===== src/rtl/idfcn_pkg.sv =====
// Purpose: Shared constants and types of the isolated I/O register bank.
// Assumes: 8-bit registers on a local port behind the bus bridge.
// Notes: Offsets are byte offsets from the board's base address.
package idfcn_pkg;

   localparam int ADDR_W = 6;
   localparam int DATA_W = 8;
   localparam int PORT_W = 8;
   localparam int LINES = 24;
   localparam int IVL_W = 20;

   // Register offsets.
   localparam logic [ADDR_W-1:0] OFF_IN0 = 6'h00;
   localparam logic [ADDR_W-1:0] OFF_IN1 = 6'h01;
   localparam logic [ADDR_W-1:0] OFF_IN2 = 6'h02;
   localparam logic [ADDR_W-1:0] OFF_OUT3 = 6'h03;
   localparam logic [ADDR_W-1:0] OFF_OUT4 = 6'h04;
   localparam logic [ADDR_W-1:0] OFF_OUT5 = 6'h05;
   localparam logic [ADDR_W-1:0] OFF_ID = 6'h06;
   localparam logic [ADDR_W-1:0] OFF_CLEAR = 6'h07;
   localparam logic [ADDR_W-1:0] OFF_IVL0 = 6'h08;
   localparam logic [ADDR_W-1:0] OFF_IVL1 = 6'h09;
   localparam logic [ADDR_W-1:0] OFF_IVL2 = 6'h0A;
   localparam logic [ADDR_W-1:0] OFF_FEN0 = 6'h0C;
   localparam logic [ADDR_W-1:0] OFF_FEN1 = 6'h0D;
   localparam logic [ADDR_W-1:0] OFF_FEN2 = 6'h0E;
   localparam logic [ADDR_W-1:0] OFF_STAT = 6'h14;
   localparam logic [ADDR_W-1:0] OFF_IRQC = 6'h15;
   localparam logic [ADDR_W-1:0] OFF_RISE0 = 6'h18;
   localparam logic [ADDR_W-1:0] OFF_RISE1 = 6'h19;
   localparam logic [ADDR_W-1:0] OFF_RISE2 = 6'h1A;
   localparam logic [ADDR_W-1:0] OFF_FALL0 = 6'h20;
   localparam logic [ADDR_W-1:0] OFF_FALL1 = 6'h21;
   localparam logic [ADDR_W-1:0] OFF_FALL2 = 6'h22;

   // Clear register bits.
   localparam int CLR_RELOAD_BIT = 0;
   localparam int CLR_FILTER_BIT = 1;
   localparam int CLR_OVERRUN_BIT = 2;
   localparam int CLR_EDGE_BIT = 3;

   // Status register bits.
   localparam int ST_EDGE_BIT = 0;
   localparam int ST_OVERRUN_BIT = 1;
   localparam int ST_IRQ_BIT = 2;

   // Interrupt control bits.
   localparam int IC_EDGE_EN_BIT = 0;
   localparam int IC_OVR_EN_BIT = 1;
   localparam int IC_MASTER_EN_BIT = 2;
   localparam int IC_RISE_EN_BIT = 3;
   localparam int IC_FALL_EN_BIT = 4;
   localparam int IC_USED_W = 5;

   // Reset values.
   localparam logic [LINES-1:0] RELAY_RESET = 24'hFFFFFF;
   localparam logic [DATA_W-1:0] IRQC_RESET = 8'h18;
   localparam logic [DATA_W-1:0] ID_CODE = 8'hA5; // Arbitrary value.
   localparam logic [DATA_W-1:0] ZERO_BYTE = 8'h00;

   // Timing of the filter interval unit.
   localparam int CLK_PERIOD_PS = 5000;
   localparam int IVL_UNIT_NS = 200;
   localparam int UNIT_CYC = (IVL_UNIT_NS * 1000) / CLK_PERIOD_PS;
   localparam int UNIT_W = $clog2(UNIT_CYC);

   typedef struct packed {
      logic wr;
      logic rd;
      logic [ADDR_W-1:0] addr;
      logic [DATA_W-1:0] wdata;
   } idfcn_req_t;

endpackage


===== src/rtl/idfcn_dio.sv =====
// Purpose: Isolated 24-in/24-relay I/O bank with glitch filter and edge irq.
// Assumes: The bus bridge turns host accesses into one-cycle strobes.
// Notes: Relay lines are 1 for open, 0 for closed.
// Behaviour
// - Inputs readable at offsets 00, 01, 02.
// - Relay registers at 03, 04, 05 drive relays.
// - Relay register reads return last written value.
// - Fixed identity code readable at offset 06.
// - Clear register at 07 resets selected functions.
// - Each of 24 lines has own filter enable.
// - One shared interval at 08..0A governs filters.
// - Filter enable registers at 0C, 0D, 0E.
// - Edges raise interrupt, rising/falling masked separately.
// - Rising masks at 18, 19, 1A.
// - Falling masks at 20, 21, 22.
// - Interrupt control at 15, status at 14.
// - Filtered lines feed the edge detectors.
// - Offsets are relative to host base address.
// - Bit 7 is MSB, bit 0 LSB.
// - Relay registers reset to FF, relays open.
// - Interval is 20 bits of 200 ns.
// - Clear bits: edge, overflow (only together with edge), filter, interval reload.
// - Status: edge seen, overrun, interrupt asserted.
`timescale 1ns/10ps
module idfcn_dio
#(
   parameter int LINES = idfcn_pkg::LINES
)
(
   // Clock and reset.
   input wire logic i_clk_sys,
   input wire logic i_sys_rst,
   // Register port from the bus bridge, offset from base address.
   input wire idfcn_pkg::idfcn_req_t i_req,
   output logic [idfcn_pkg::DATA_W-1:0] o_rd_data,
   output logic o_rd_valid,
   // Field lines.
   input wire logic [LINES-1:0] i_opto_in,
   output logic [LINES-1:0] o_solid_state_relay,
   // Change notification interrupt.
   output logic o_irq
);

   localparam int PW = idfcn_pkg::PORT_W;
   localparam int IW = idfcn_pkg::IVL_W;
   localparam logic [idfcn_pkg::UNIT_W-1:0] UNIT_LAST =
      idfcn_pkg::UNIT_W'(idfcn_pkg::UNIT_CYC - 1);

   logic [LINES-1:0] sync1_r;
   logic [LINES-1:0] sync2_r;
   logic [LINES-1:0] filt_r;
   logic [LINES-1:0] cand_r;
   logic [LINES-1:0] moved_r;
   logic [LINES-1:0] prev_r;
   logic [LINES-1:0] relay_r;
   logic [LINES-1:0] fen_r;
   logic [LINES-1:0] rise_r;
   logic [LINES-1:0] fall_r;
   logic [IW-1:0] ivl_r;
   logic [IW-1:0] ivl_cnt_r;
   logic [idfcn_pkg::UNIT_W-1:0] unit_cnt_r;
   logic [idfcn_pkg::DATA_W-1:0] irqc_r;
   logic edge_r;
   logic ovr_r;
   logic irq_r;
   logic filt_tick;
   logic unit_tick;
   logic [LINES-1:0] ev_rise;
   logic [LINES-1:0] ev_fall;
   logic any_ev;
   logic clr_wr;
   logic do_reload;
   logic do_filt_clr;
   logic do_edge_clr;
   logic do_ovr_clr;
   logic irq_nxt;
   logic [idfcn_pkg::DATA_W-1:0] rd_nxt;

   // Two-flop synchroniser for the field inputs.
   always_ff @(posedge i_clk_sys)
   begin
      if (i_sys_rst)
      begin
         sync1_r <= '0;
         sync2_r <= '0;
      end
      else
      begin
         sync1_r <= i_opto_in;
         sync2_r <= sync1_r;
      end
   end

   // Clear register decode.
   assign clr_wr = i_req.wr && (i_req.addr == idfcn_pkg::OFF_CLEAR);
   assign do_reload = clr_wr && i_req.wdata[idfcn_pkg::CLR_RELOAD_BIT];
   assign do_filt_clr = clr_wr && i_req.wdata[idfcn_pkg::CLR_FILTER_BIT];
   assign do_edge_clr = clr_wr && i_req.wdata[idfcn_pkg::CLR_EDGE_BIT];
   assign do_ovr_clr = do_edge_clr &&
      i_req.wdata[idfcn_pkg::CLR_OVERRUN_BIT];

   // Register writes; offsets are relative to the base address.
   always_ff @(posedge i_clk_sys)
   begin
      if (i_sys_rst)
      begin
         relay_r <= idfcn_pkg::RELAY_RESET;
         fen_r <= '0;
         rise_r <= '0;
         fall_r <= '0;
         ivl_r <= '0;
         irqc_r <= idfcn_pkg::IRQC_RESET;
      end
      else if (i_req.wr)
      begin
         unique case (i_req.addr)
            idfcn_pkg::OFF_OUT3: relay_r[0*PW +: PW] <= i_req.wdata;
            idfcn_pkg::OFF_OUT4: relay_r[1*PW +: PW] <= i_req.wdata;
            idfcn_pkg::OFF_OUT5: relay_r[2*PW +: PW] <= i_req.wdata;
            idfcn_pkg::OFF_IVL0: ivl_r[7:0] <= i_req.wdata;
            idfcn_pkg::OFF_IVL1: ivl_r[15:8] <= i_req.wdata;
            idfcn_pkg::OFF_IVL2: ivl_r[IW-1:16] <= i_req.wdata[IW-17:0];
            idfcn_pkg::OFF_FEN0: fen_r[0*PW +: PW] <= i_req.wdata;
            idfcn_pkg::OFF_FEN1: fen_r[1*PW +: PW] <= i_req.wdata;
            idfcn_pkg::OFF_FEN2: fen_r[2*PW +: PW] <= i_req.wdata;
            idfcn_pkg::OFF_IRQC: irqc_r <= {3'h0,
               i_req.wdata[idfcn_pkg::IC_USED_W-1:0]};
            idfcn_pkg::OFF_RISE0: rise_r[0*PW +: PW] <= i_req.wdata;
            idfcn_pkg::OFF_RISE1: rise_r[1*PW +: PW] <= i_req.wdata;
            idfcn_pkg::OFF_RISE2: rise_r[2*PW +: PW] <= i_req.wdata;
            idfcn_pkg::OFF_FALL0: fall_r[0*PW +: PW] <= i_req.wdata;
            idfcn_pkg::OFF_FALL1: fall_r[1*PW +: PW] <= i_req.wdata;
            idfcn_pkg::OFF_FALL2: fall_r[2*PW +: PW] <= i_req.wdata;
            default: ;
         endcase
      end
   end

   assign o_solid_state_relay = relay_r;

   // Interval timer: 200 ns units counted down from the shared interval.
   assign unit_tick = (unit_cnt_r == UNIT_LAST);
   assign filt_tick = unit_tick && (ivl_cnt_r == '0);

   always_ff @(posedge i_clk_sys)
   begin
      if (i_sys_rst)
      begin
         unit_cnt_r <= '0;
         ivl_cnt_r <= '0;
      end
      else if (do_reload)
      begin
         unit_cnt_r <= '0;
         ivl_cnt_r <= ivl_r;
      end
      else if (unit_tick)
      begin
         unit_cnt_r <= '0;
         ivl_cnt_r <= (ivl_cnt_r == '0) ? ivl_r : ivl_cnt_r - 1'b1;
      end
      else
      begin
         unit_cnt_r <= unit_cnt_r + 1'b1;
      end
   end

   // Glitch filter: a level is taken only if it held a full interval.
   always_ff @(posedge i_clk_sys)
   begin
      if (i_sys_rst || do_filt_clr)
      begin
         filt_r <= sync2_r;
         cand_r <= sync2_r;
         moved_r <= '0;
      end
      else
      begin
         for (int i = 0; i < LINES; i++)
         begin
            if (!fen_r[i])
            begin
               filt_r[i] <= sync2_r[i];
               cand_r[i] <= sync2_r[i];
               moved_r[i] <= 1'b0;
            end
            else if (filt_tick)
            begin
               if (!moved_r[i] && (sync2_r[i] == cand_r[i]))
               begin
                  filt_r[i] <= cand_r[i];
               end
               cand_r[i] <= sync2_r[i];
               moved_r[i] <= 1'b0;
            end
            else if (sync2_r[i] != cand_r[i])
            begin
               moved_r[i] <= 1'b1;
            end
         end
      end
   end

   // Edge detection on filtered lines.
   assign ev_rise = filt_r & ~prev_r & rise_r &
      {LINES{irqc_r[idfcn_pkg::IC_RISE_EN_BIT]}};
   assign ev_fall = ~filt_r & prev_r & fall_r &
      {LINES{irqc_r[idfcn_pkg::IC_FALL_EN_BIT]}};
   assign any_ev = |(ev_rise | ev_fall);

   always_ff @(posedge i_clk_sys)
   begin
      if (i_sys_rst || do_edge_clr)
      begin
         prev_r <= filt_r;
      end
      else
      begin
         prev_r <= filt_r;
      end
   end

   // Sticky flags; a new edge wins over a clear in the same cycle.
   always_ff @(posedge i_clk_sys)
   begin
      if (i_sys_rst)
      begin
         edge_r <= 1'b0;
         ovr_r <= 1'b0;
      end
      else
      begin
         edge_r <= any_ev || (edge_r && !do_edge_clr);
         ovr_r <= (any_ev && irq_r) || (ovr_r && !do_ovr_clr);
      end
   end

   assign irq_nxt = irqc_r[idfcn_pkg::IC_MASTER_EN_BIT] &&
      ((irqc_r[idfcn_pkg::IC_EDGE_EN_BIT] && edge_r) ||
       (irqc_r[idfcn_pkg::IC_OVR_EN_BIT] && ovr_r));

   always_ff @(posedge i_clk_sys)
   begin
      if (i_sys_rst)
      begin
         irq_r <= 1'b0;
      end
      else
      begin
         irq_r <= irq_nxt;
      end
   end

   assign o_irq = irq_r;

   // Read multiplexer; unmapped and write-only offsets read as zero.
   always_comb
   begin
      rd_nxt = idfcn_pkg::ZERO_BYTE;
      unique case (i_req.addr)
         idfcn_pkg::OFF_IN0: rd_nxt = filt_r[0*PW +: PW];
         idfcn_pkg::OFF_IN1: rd_nxt = filt_r[1*PW +: PW];
         idfcn_pkg::OFF_IN2: rd_nxt = filt_r[2*PW +: PW];
         idfcn_pkg::OFF_OUT3: rd_nxt = relay_r[0*PW +: PW];
         idfcn_pkg::OFF_OUT4: rd_nxt = relay_r[1*PW +: PW];
         idfcn_pkg::OFF_OUT5: rd_nxt = relay_r[2*PW +: PW];
         idfcn_pkg::OFF_ID: rd_nxt = idfcn_pkg::ID_CODE;
         idfcn_pkg::OFF_IVL0: rd_nxt = ivl_r[7:0];
         idfcn_pkg::OFF_IVL1: rd_nxt = ivl_r[15:8];
         idfcn_pkg::OFF_IVL2: rd_nxt = {4'h0, ivl_r[IW-1:16]};
         idfcn_pkg::OFF_FEN0: rd_nxt = fen_r[0*PW +: PW];
         idfcn_pkg::OFF_FEN1: rd_nxt = fen_r[1*PW +: PW];
         idfcn_pkg::OFF_FEN2: rd_nxt = fen_r[2*PW +: PW];
         idfcn_pkg::OFF_STAT: rd_nxt = {5'h00, irq_r, ovr_r, edge_r};
         idfcn_pkg::OFF_IRQC: rd_nxt = irqc_r;
         idfcn_pkg::OFF_RISE0: rd_nxt = rise_r[0*PW +: PW];
         idfcn_pkg::OFF_RISE1: rd_nxt = rise_r[1*PW +: PW];
         idfcn_pkg::OFF_RISE2: rd_nxt = rise_r[2*PW +: PW];
         idfcn_pkg::OFF_FALL0: rd_nxt = fall_r[0*PW +: PW];
         idfcn_pkg::OFF_FALL1: rd_nxt = fall_r[1*PW +: PW];
         idfcn_pkg::OFF_FALL2: rd_nxt = fall_r[2*PW +: PW];
         default: rd_nxt = idfcn_pkg::ZERO_BYTE;
      endcase
   end

   // Read data is registered; bit 7 is the most significant.
   always_ff @(posedge i_clk_sys)
   begin
      if (i_sys_rst)
      begin
         o_rd_data <= idfcn_pkg::ZERO_BYTE;
         o_rd_valid <= 1'b0;
      end
      else
      begin
         o_rd_valid <= i_req.rd;
         if (i_req.rd)
         begin
            o_rd_data <= rd_nxt;
         end
      end
   end

   property p_relay_reset;
      @(posedge i_clk_sys) disable iff (i_sys_rst)
      $past(i_sys_rst) |-> o_solid_state_relay == idfcn_pkg::RELAY_RESET;
   endproperty
   a_relay_reset: assert property (p_relay_reset)
      else $error("Relays not all open after reset.");

   property p_relay_write;
      @(posedge i_clk_sys) disable iff (i_sys_rst)
      i_req.wr && i_req.addr == idfcn_pkg::OFF_OUT4 |=>
         o_solid_state_relay[15:8] == $past(i_req.wdata);
   endproperty
   a_relay_write: assert property (p_relay_write)
      else $error("Relay port four did not take written value.");

   property p_relay_readback;
      @(posedge i_clk_sys) disable iff (i_sys_rst)
      i_req.rd && i_req.addr == idfcn_pkg::OFF_OUT5 |=>
         o_rd_valid && o_rd_data == o_solid_state_relay[23:16];
   endproperty
   a_relay_readback: assert property (p_relay_readback)
      else $error("Relay read-back differs from relay state.");

   property p_id_read;
      @(posedge i_clk_sys) disable iff (i_sys_rst)
      i_req.rd && i_req.addr == idfcn_pkg::OFF_ID |=>
         o_rd_data == idfcn_pkg::ID_CODE;
   endproperty
   a_id_read: assert property (p_id_read)
      else $error("Identity read returned wrong code.");

   property p_input_read;
      @(posedge i_clk_sys) disable iff (i_sys_rst)
      i_req.rd && i_req.addr == idfcn_pkg::OFF_IN1 |=>
         o_rd_data == $past(filt_r[15:8]);
   endproperty
   a_input_read: assert property (p_input_read)
      else $error("Input port read wrong data.");

   property p_unfiltered_follow;
      @(posedge i_clk_sys) disable iff (i_sys_rst)
      !fen_r[0] && !do_filt_clr |=> filt_r[0] == $past(sync2_r[0]);
   endproperty
   a_unfiltered_follow: assert property (p_unfiltered_follow)
      else $error("Unfiltered line did not follow its input.");

   property p_filtered_hold;
      @(posedge i_clk_sys) disable iff (i_sys_rst)
      fen_r[0] && !filt_tick && !do_filt_clr |=> $stable(filt_r[0]);
   endproperty
   a_filtered_hold: assert property (p_filtered_hold)
      else $error("Filtered line changed between filter ticks.");

   property p_edge_sets;
      @(posedge i_clk_sys) disable iff (i_sys_rst)
      any_ev |=> edge_r ##1 (irq_r == $past(irq_nxt));
   endproperty
   a_edge_sets: assert property (p_edge_sets)
      else $error("Edge event did not set edge flag.");

   property p_overrun;
      @(posedge i_clk_sys) disable iff (i_sys_rst)
      any_ev && irq_r |=> ovr_r && edge_r;
   endproperty
   a_overrun: assert property (p_overrun)
      else $error("Edge during interrupt did not set overrun.");

   property p_clear_edge;
      @(posedge i_clk_sys) disable iff (i_sys_rst)
      do_edge_clr && !any_ev |=> !edge_r;
   endproperty
   a_clear_edge: assert property (p_clear_edge)
      else $error("Edge clear left the edge flag set.");

   property p_reload;
      @(posedge i_clk_sys) disable iff (i_sys_rst)
      do_reload |=> ivl_cnt_r == $past(ivl_r) && unit_cnt_r == '0;
   endproperty
   a_reload: assert property (p_reload)
      else $error("Interval reload did not restart the timer.");

endmodule // idfcn_dio


===== config.mk =====
export PLATFORM = sky130hd
export DESIGN_NAME = idfcn_dio
export DESIGN_NICKNAME = d
export VERILOG_FILES = /design/src/rtl/idfcn_pkg.sv /design/src/rtl/idfcn_dio.sv
export SDC_FILE = /design/constraint.sdc
export NUM_CORES = 1
export LEC_CHECK = 0
export BUFFER_PORTS_ARGS = -buffer_cell sky130_fd_sc_hd__buf_2
export CORE_MARGIN = 1.5
export CORE_UTILIZATION = 50
export CTS_BUF_LIST = sky130_fd_sc_hd__clkbuf_8
export CTS_CLUSTER_DIAMETER = 150
export CTS_CLUSTER_SIZE = 25
export DETAILED_ROUTE_END_ITERATION = 16
export PLACE_DENSITY = 0.68
export RECOVER_POWER = 100
export SYNTH_ARGS = -nofsm -noshare
export SYNTH_HDL_FRONTEND = slang
export SYNTH_SLANG_ARGS = --single-unit

===== constraint.sdc =====
create_clock -name i_clk_sys -period 2.8 [get_ports i_clk_sys]
set_clock_uncertainty 0.15 [all_clocks]
set_input_delay 0.56 -clock i_clk_sys [delete_from_list [all_inputs] [get_ports i_clk_sys]]
set_output_delay 0.56 -clock i_clk_sys [all_outputs]
set_load 0.005 [all_outputs]

==> flow_metrics.env, run 1 <==
export IMPL_num_nets_final=1503
export IMPL_yosys_warnings=0
export IMPL_rr_worst_depth=8
export IMPL_grt_max_degree=114
export IMPL_boundaryPins=76
export IMPL_rsz0062_at_grt="false"
export IMPL_worst_pin_slew_ns=1.41
export IMPL_min_period_ns=2.69
export IMPL_status="finished, final reports clean"
export IMPL_root_buffer="clkbuf_8"
export IMPL_end_kind="flop"
export IMPL_maxCapViolCount=0
export IMPL_fin_area_um2=13800
export IMPL_final_max_slew_viol_count=0
export IMPL_p_total_uw=6930
export IMPL_synth_seq_cells=303
export IMPL_antenna_found_initial=1
export IMPL_hold_class="primary input to flop"
export IMPL_areaGrowthSynthToFinish_pct=9.66
export IMPL_ir_drop_mv=0.538
export IMPL_rows=57
export IMPL_post_route_period_util=0.960
export IMPL_synth_top_flop_cell="dfxtp_1"
export IMPL_worstPathArrival_ns=3.02
export IMPL_numCtsBuffers=16
export IMPL_fin_ws_ns=0.112
export IMPL_layout_drive_gt1_share=0.111
export IMPL_setup_tns_ns=0
export IMPL_grt_pass1_vias=10100
export IMPL_min_path_cells=2
export IMPL_synth_nets=1443
export IMPL_clk_latency_ns=0.58
export IMPL_synthCells=1398
export IMPL_layout_common_cells="dfxtp_1 (255), nand2_1 (240), nand3_1 (157)"
export IMPL_dp_final_hpwl_um=28000
export IMPL_synthArstFlopShare=0
export IMPL_grtUsageTotal=0.299
export IMPL_grt_use_met3=0.0386
export IMPL_setup_viol=0
export IMPL_p_leak_uw=0.00500
export IMPL_cts_sinks=303
export IMPL_place_area_um2=13600
export IMPL_vias=11000
export IMPL_avgSynthCellArea_um2=9.03
export IMPL_grt_busiest_layer="met2"
export IMPL_die_area_um2=26200
export IMPL_die_h_um=162
export IMPL_port_buffers=75
export IMPL_nFillCells=2268
export IMPL_power_density_nw_per_um2=501
export IMPL_cts_tree="built"
export IMPL_multiInputGateArea_um2=5680
export IMPL_ant_nets=0
export IMPL_cp_required_ns=3.13
export IMPL_ys_types=59
export IMPL_routed_wl_um=39300
export IMPL_drtIter0Drc=1140
export IMPL_yosysSeqAreaShare=0.519
export IMPL_grt_pass1_wl_um=60000
export IMPL_core_area_um2=24500
export IMPL_drc=0
export IMPL_relSlewSlack=0.0598
export IMPL_path_clk_slew_ns=0.15
export IMPL_pre_cts_slack_ns=0.121
export IMPL_gr_usage_met2=0.477
export IMPL_dr_pass1_iters=6
export IMPL_final_common_cell="dfxtp_1"
export IMPL_grt_util_met1=0.414
export IMPL_max_freq_mhz=372
export IMPL_gp_congestion=1.02
export IMPL_initial_utilization=0.515
export IMPL_crit_type="flop to flop"
export IMPL_die_width_um=162
export IMPL_register_area_um2=6550
export IMPL_cts_buffer_depth=3
export IMPL_syn_cell_area_um2=12600
export IMPL_holdWs_ns=0.0172
export IMPL_htree_levels=1
export IMPL_grt_overflow=0
export IMPL_cp_start_kind="flop"
export IMPL_wire_per_inst_um=22.0
export IMPL_synth_edff_count=48
export IMPL_cp_max_fo=25
export IMPL_hold_viol=0
export IMPL_vias_per_cell=6.12
## worst max-delay path: stages, from the launching register on
cell and delay [ns]:
dfxtp_1 0.35, or4_4 0.56, nor4_1 0.39, and4_1 0.38
nand2_1 0.13, buf_12 0.20, nand2_1 0.13, buf_2 0.23
nor3b_1 0.07
## layer usage
metal	part of all wire	wire length, um
met5	0	0
met4	0.040	1570
met3	0.097	3830
met2	0.45	17600
met1	0.41	16200
## power breakdown
group	total (uW)	leakage, uW	internal, uW	switching, uW
Sequential	4590	0.00265	4510	78.4
Clock	1970	0.000163	567	1400
Combinational	378	0.00220	128	250
Total	6930	0.00500	5200	1730
## flip-flops by register name (all words and copies together), names as in the netlist, 24 cells and up
signal / count
moved_r: 24
rise_r: 24
o_solid_state_relay: 24
cand_r: 24
sync1_r: 24
fall_r: 24
fen_r: 24
sync2_r: 24
filt_r: 24
prev_r: 24
## repair_timing
action / in CTS / in global routing
hold endpoints to repair: 2 / 1
buffers inserted: 0 / 0
resized for setup: 0 / 1
hold buffers: 2 / 1
setup endpoints to repair: 0 / 1
## final cells by class
class                      instances  share of cell area
inverter                           4             0.00108
clock inverter                     8             0.00443
clock buffer                      16              0.0159
antenna                            1            0.000181
timing repair buffer             136              0.0656
tap                              324              0.0293
sequential                       303               0.473
multi-input combinational        997               0.411
## logic make-up after synthesis
family,count (synthesis),share of synthesized area
AOI/OAI and AO/OA,272,0.139
muxes,26,0.0230
and+or+nand+nor,665,0.264
adders and majority gates,3,0.00297
DFF,303,0.519
xor gates and xnor gates,31,0.0215
buffers and inverters,98,0.0313
## path summary, 6_finish.rpt
kind / startpoint / end / slack [ns]
worst max-delay path: ivl_cnt_r[4] / moved_r[17] / 0.11
worst min-delay path: i_opto_in[10] / sync1_r[10] / 0.02
worst max register to register: ivl_cnt_r[4] / moved_r[17] / 0.11
worst min register to register: sync1_r[21] / sync2_r[21] / 0.26
## cell usage after synthesis (3+ instances only)
master	number	share of area
nor2b_1	57	0.028
o211ai_1	4	0.0024
nor2_1	63	0.019
buf_2	16	0.0063
a2111oi_0	3	0.0021
or3_1	3	0.0015
dfxtp_1	255	0.40
o311ai_0	3	0.0021
nor4_1	13	0.0064
xor2_1	26	0.018
mux2_2	24	0.021
a211oi_1	3	0.0018
and3_1	3	0.0015
o21ai_0	24	0.0095
or2_2	6	0.0030
a211o_1	8	0.0056
o22ai_1	13	0.0064
or4_1	7	0.0042
a22oi_1	69	0.041
nand2_1	240	0.071
nand2b_1	3	0.0015
nand4bb_1	3	0.0027
edfxtp_1	48	0.11
nand3_1	157	0.062
and2_1	5	0.0025
ha_1	3	0.0030
nand4_1	10	0.0050
a21oi_1	100	0.040
nor3b_1	26	0.015
a221o_1	3	0.0024
nand3b_1	37	0.022
clkbuf_1	74	0.022
xnor2_1	5	0.0035
a22o_1	5	0.0035
nor3_1	19	0.0075
a21o_1	24	0.014
inv_1	4	0.0012
## metrics by stage
step | util | std cells
2_1_floorplan | - | 1398
3_3_place_gp | 0.556 | 1761
3_5_place_dp | 0.556 | 1761
4_1_cts | 0.568 | 1787
5_1_grt | 0.564 | 1788
6_report | 0.564 | 1789
No activity file was read; power rests on OpenSTA's default activity.
==> run 2, diff against run 1 <==
--- a/config.mk
+++ b/config.mk
@@ -14,6 +14,7 @@
 export DETAILED_ROUTE_END_ITERATION = 16
 export PLACE_DENSITY = 0.68
 export RECOVER_POWER = 100
+export REMOVE_ABC_BUFFERS = 1
 export SYNTH_ARGS = -nofsm -noshare
 export SYNTH_HDL_FRONTEND = slang
 export SYNTH_SLANG_ARGS = --single-unit
==> run 2 against run 1 <==
The run now ends with capacitance limit, slew limit left. Flip-flop and latch count unchanged. Clock power about the same. Non-clock buffer count decreased by 2. Maximum frequency decreased by 0.79%. Largest cell class unchanged. Worst setup slack got worse by 0.021 ns. Cell area about the same. Sequential share of layout area about the same. Total power about the same. Cell count decreased by 0.11%. Count of clock-buffer cells in the layout increased by 1. Register-to-register slack got worse by 0.02 ns.
==> flow_metrics.env, run 2 (synthesis results as in run 1) <==
export IMPL_ir_drop_mv=0.439
export IMPL_relSlewSlack=-0.266
export IMPL_cts_setup_buffers=0
export IMPL_cts_repair_resized=0
export IMPL_max_freq_mhz=369
export IMPL_path_buf_inv=1
export IMPL_setup_tns_ns=0
export IMPL_postCtsHoldBufs=0
export IMPL_cts_buffer_depth=3
export IMPL_antenna_found_initial=1
export IMPL_grtUsageTotal=0.300
export IMPL_power_density_nw_per_um2=502
export IMPL_worstPathArrival_ns=3.04
export IMPL_routed_wl_um=39500
export IMPL_max_stage_delay_ns=0.56
export IMPL_grt_pass1_vias=10300
export IMPL_hold_class="primary input to flop"
export IMPL_maxCapViolCount=1
export IMPL_root_buffer="clkbuf_8"
export IMPL_place_area_um2=13600
export IMPL_vias=11000
export IMPL_wl_met3_um=3860
export IMPL_layout_drive_gt1_share=0.116
export IMPL_hold_viol=0
export IMPL_areaGrowthSynthToFinish_pct=9.55
export IMPL_final_common_cell="dfxtp_1"
export IMPL_layout_common_cells="dfxtp_1 (255), nand2_1 (240), nand3_1 (157)"
export IMPL_num_nets_final=1501
export IMPL_ant_nets=0
export IMPL_path_clk_slew_ns=0.16
export IMPL_end_kind="flop"
export IMPL_grt_overflow=0
export IMPL_vias_per_cell=6.15
export IMPL_numCtsBuffers=16
export IMPL_dr_pass1_iters=5
export IMPL_boundaryPins=76
export IMPL_port_buffers=75
export IMPL_dr_max_layer_used="met4"
export IMPL_wirelength_met1_um=17200
export IMPL_antenna_cells=0
export IMPL_cts_sinks=303
export IMPL_wl_met2_um=17000
export IMPL_rsz0062_at_grt="true"
export IMPL_worst_pin_slew_ns=1.90
export IMPL_critical_path_cell_chain="or4_4, nor4_1, and4_2, buf_4, nor2_1, o21ai_0, o21ai_0"
export IMPL_wire_per_inst_um=22.1
export IMPL_p_leak_uw=0.00501
export IMPL_grt_max_degree=92
export IMPL_post_route_period_util=0.968
export IMPL_crit_type="flop to flop"
export IMPL_die_h_um=162
export IMPL_drc=0
export IMPL_status="finished, violations left"
export IMPL_pre_cts_slack_ns=0.0313
export IMPL_dp_final_hpwl_um=27500
export IMPL_critPathTopFamily="simple AND/OR/NAND/NOR gates"
export IMPL_final_max_slew_viol_count=92
export IMPL_crit_top_cell="o21ai_0"
export IMPL_register_area_um2=6550
export IMPL_die_width_um=162
export IMPL_fin_ws_ns=0.0909
export IMPL_core_area_um2=24500
export IMPL_setup_viol=0
export IMPL_p_total_uw=6940
export IMPL_nFillCells=2262
export IMPL_holdWs_ns=0.0417
export IMPL_rows=57
export IMPL_gp_congestion=0.979
export IMPL_cp_max_fo=9
export IMPL_cp_required_ns=3.13
export IMPL_drtIter0Drc=1405
export IMPL_violations="capacitance limit, slew limit"
export IMPL_cp_start_kind="flop"
export IMPL_multiInputGateArea_um2=5700
export IMPL_cts_tree="built"
export IMPL_initial_utilization=0.515
export IMPL_htree_levels=1
export IMPL_die_area_um2=26200
export IMPL_clk_latency_ns=0.57
export IMPL_critPathSlowestCell="or4_4"
export IMPL_grt_pass1_wl_um=60500
export IMPL_min_period_ns=2.71
export IMPL_fin_area_um2=13800
-- run 2: final cells by class --
class | count | area share
flip-flops and latches | 303 | 0.473
clock buffers | 17 | 0.0169
well taps | 324 | 0.0293
repair buffers | 134 | 0.0634
clock inverters | 8 | 0.00407
inverters | 4 | 0.00109
multi-input cells | 997 | 0.412
-- run 2: per-stage QoR --
step / util / std cells
after CTS: 0.567 / 1787
final: 0.564 / 1787
after detailed placement: 0.555 / 1762
after floorplan: - / 1304
after global placement: 0.555 / 1762
after global routing: 0.564 / 1787
-- run 2: path summary, 6_finish.rpt --
path / to / depth (start not counted) / from / slack, ns
max: ivl_cnt_r[10] / 7 / ivl_cnt_r[5] / 0.09
min: sync1_r[11] / 2 / i_opto_in[11] / 0.04
min reg2reg: sync2_r[12] / 1 / sync1_r[12] / 0.25
max reg2reg: ivl_cnt_r[10] / 7 / ivl_cnt_r[5] / 0.09
-- run 2: power breakdown --
group | switching, uW | internal (uW) | total, uW | leakage, uW
registers | 74.1 | 4510 | 4580 | 0.00265
clock network | 1390 | 590 | 1980 | 0.000171
logic | 251 | 126 | 377 | 0.00220
-- run 2: layer usage --
metal / vias to the layer above / track usage
met5: - / 0
met4: 0 / 0.106
met3: 86 / 0.0503
met2: 576 / 0.455
met1: 5234 / 0.432
li1: 5092 / -
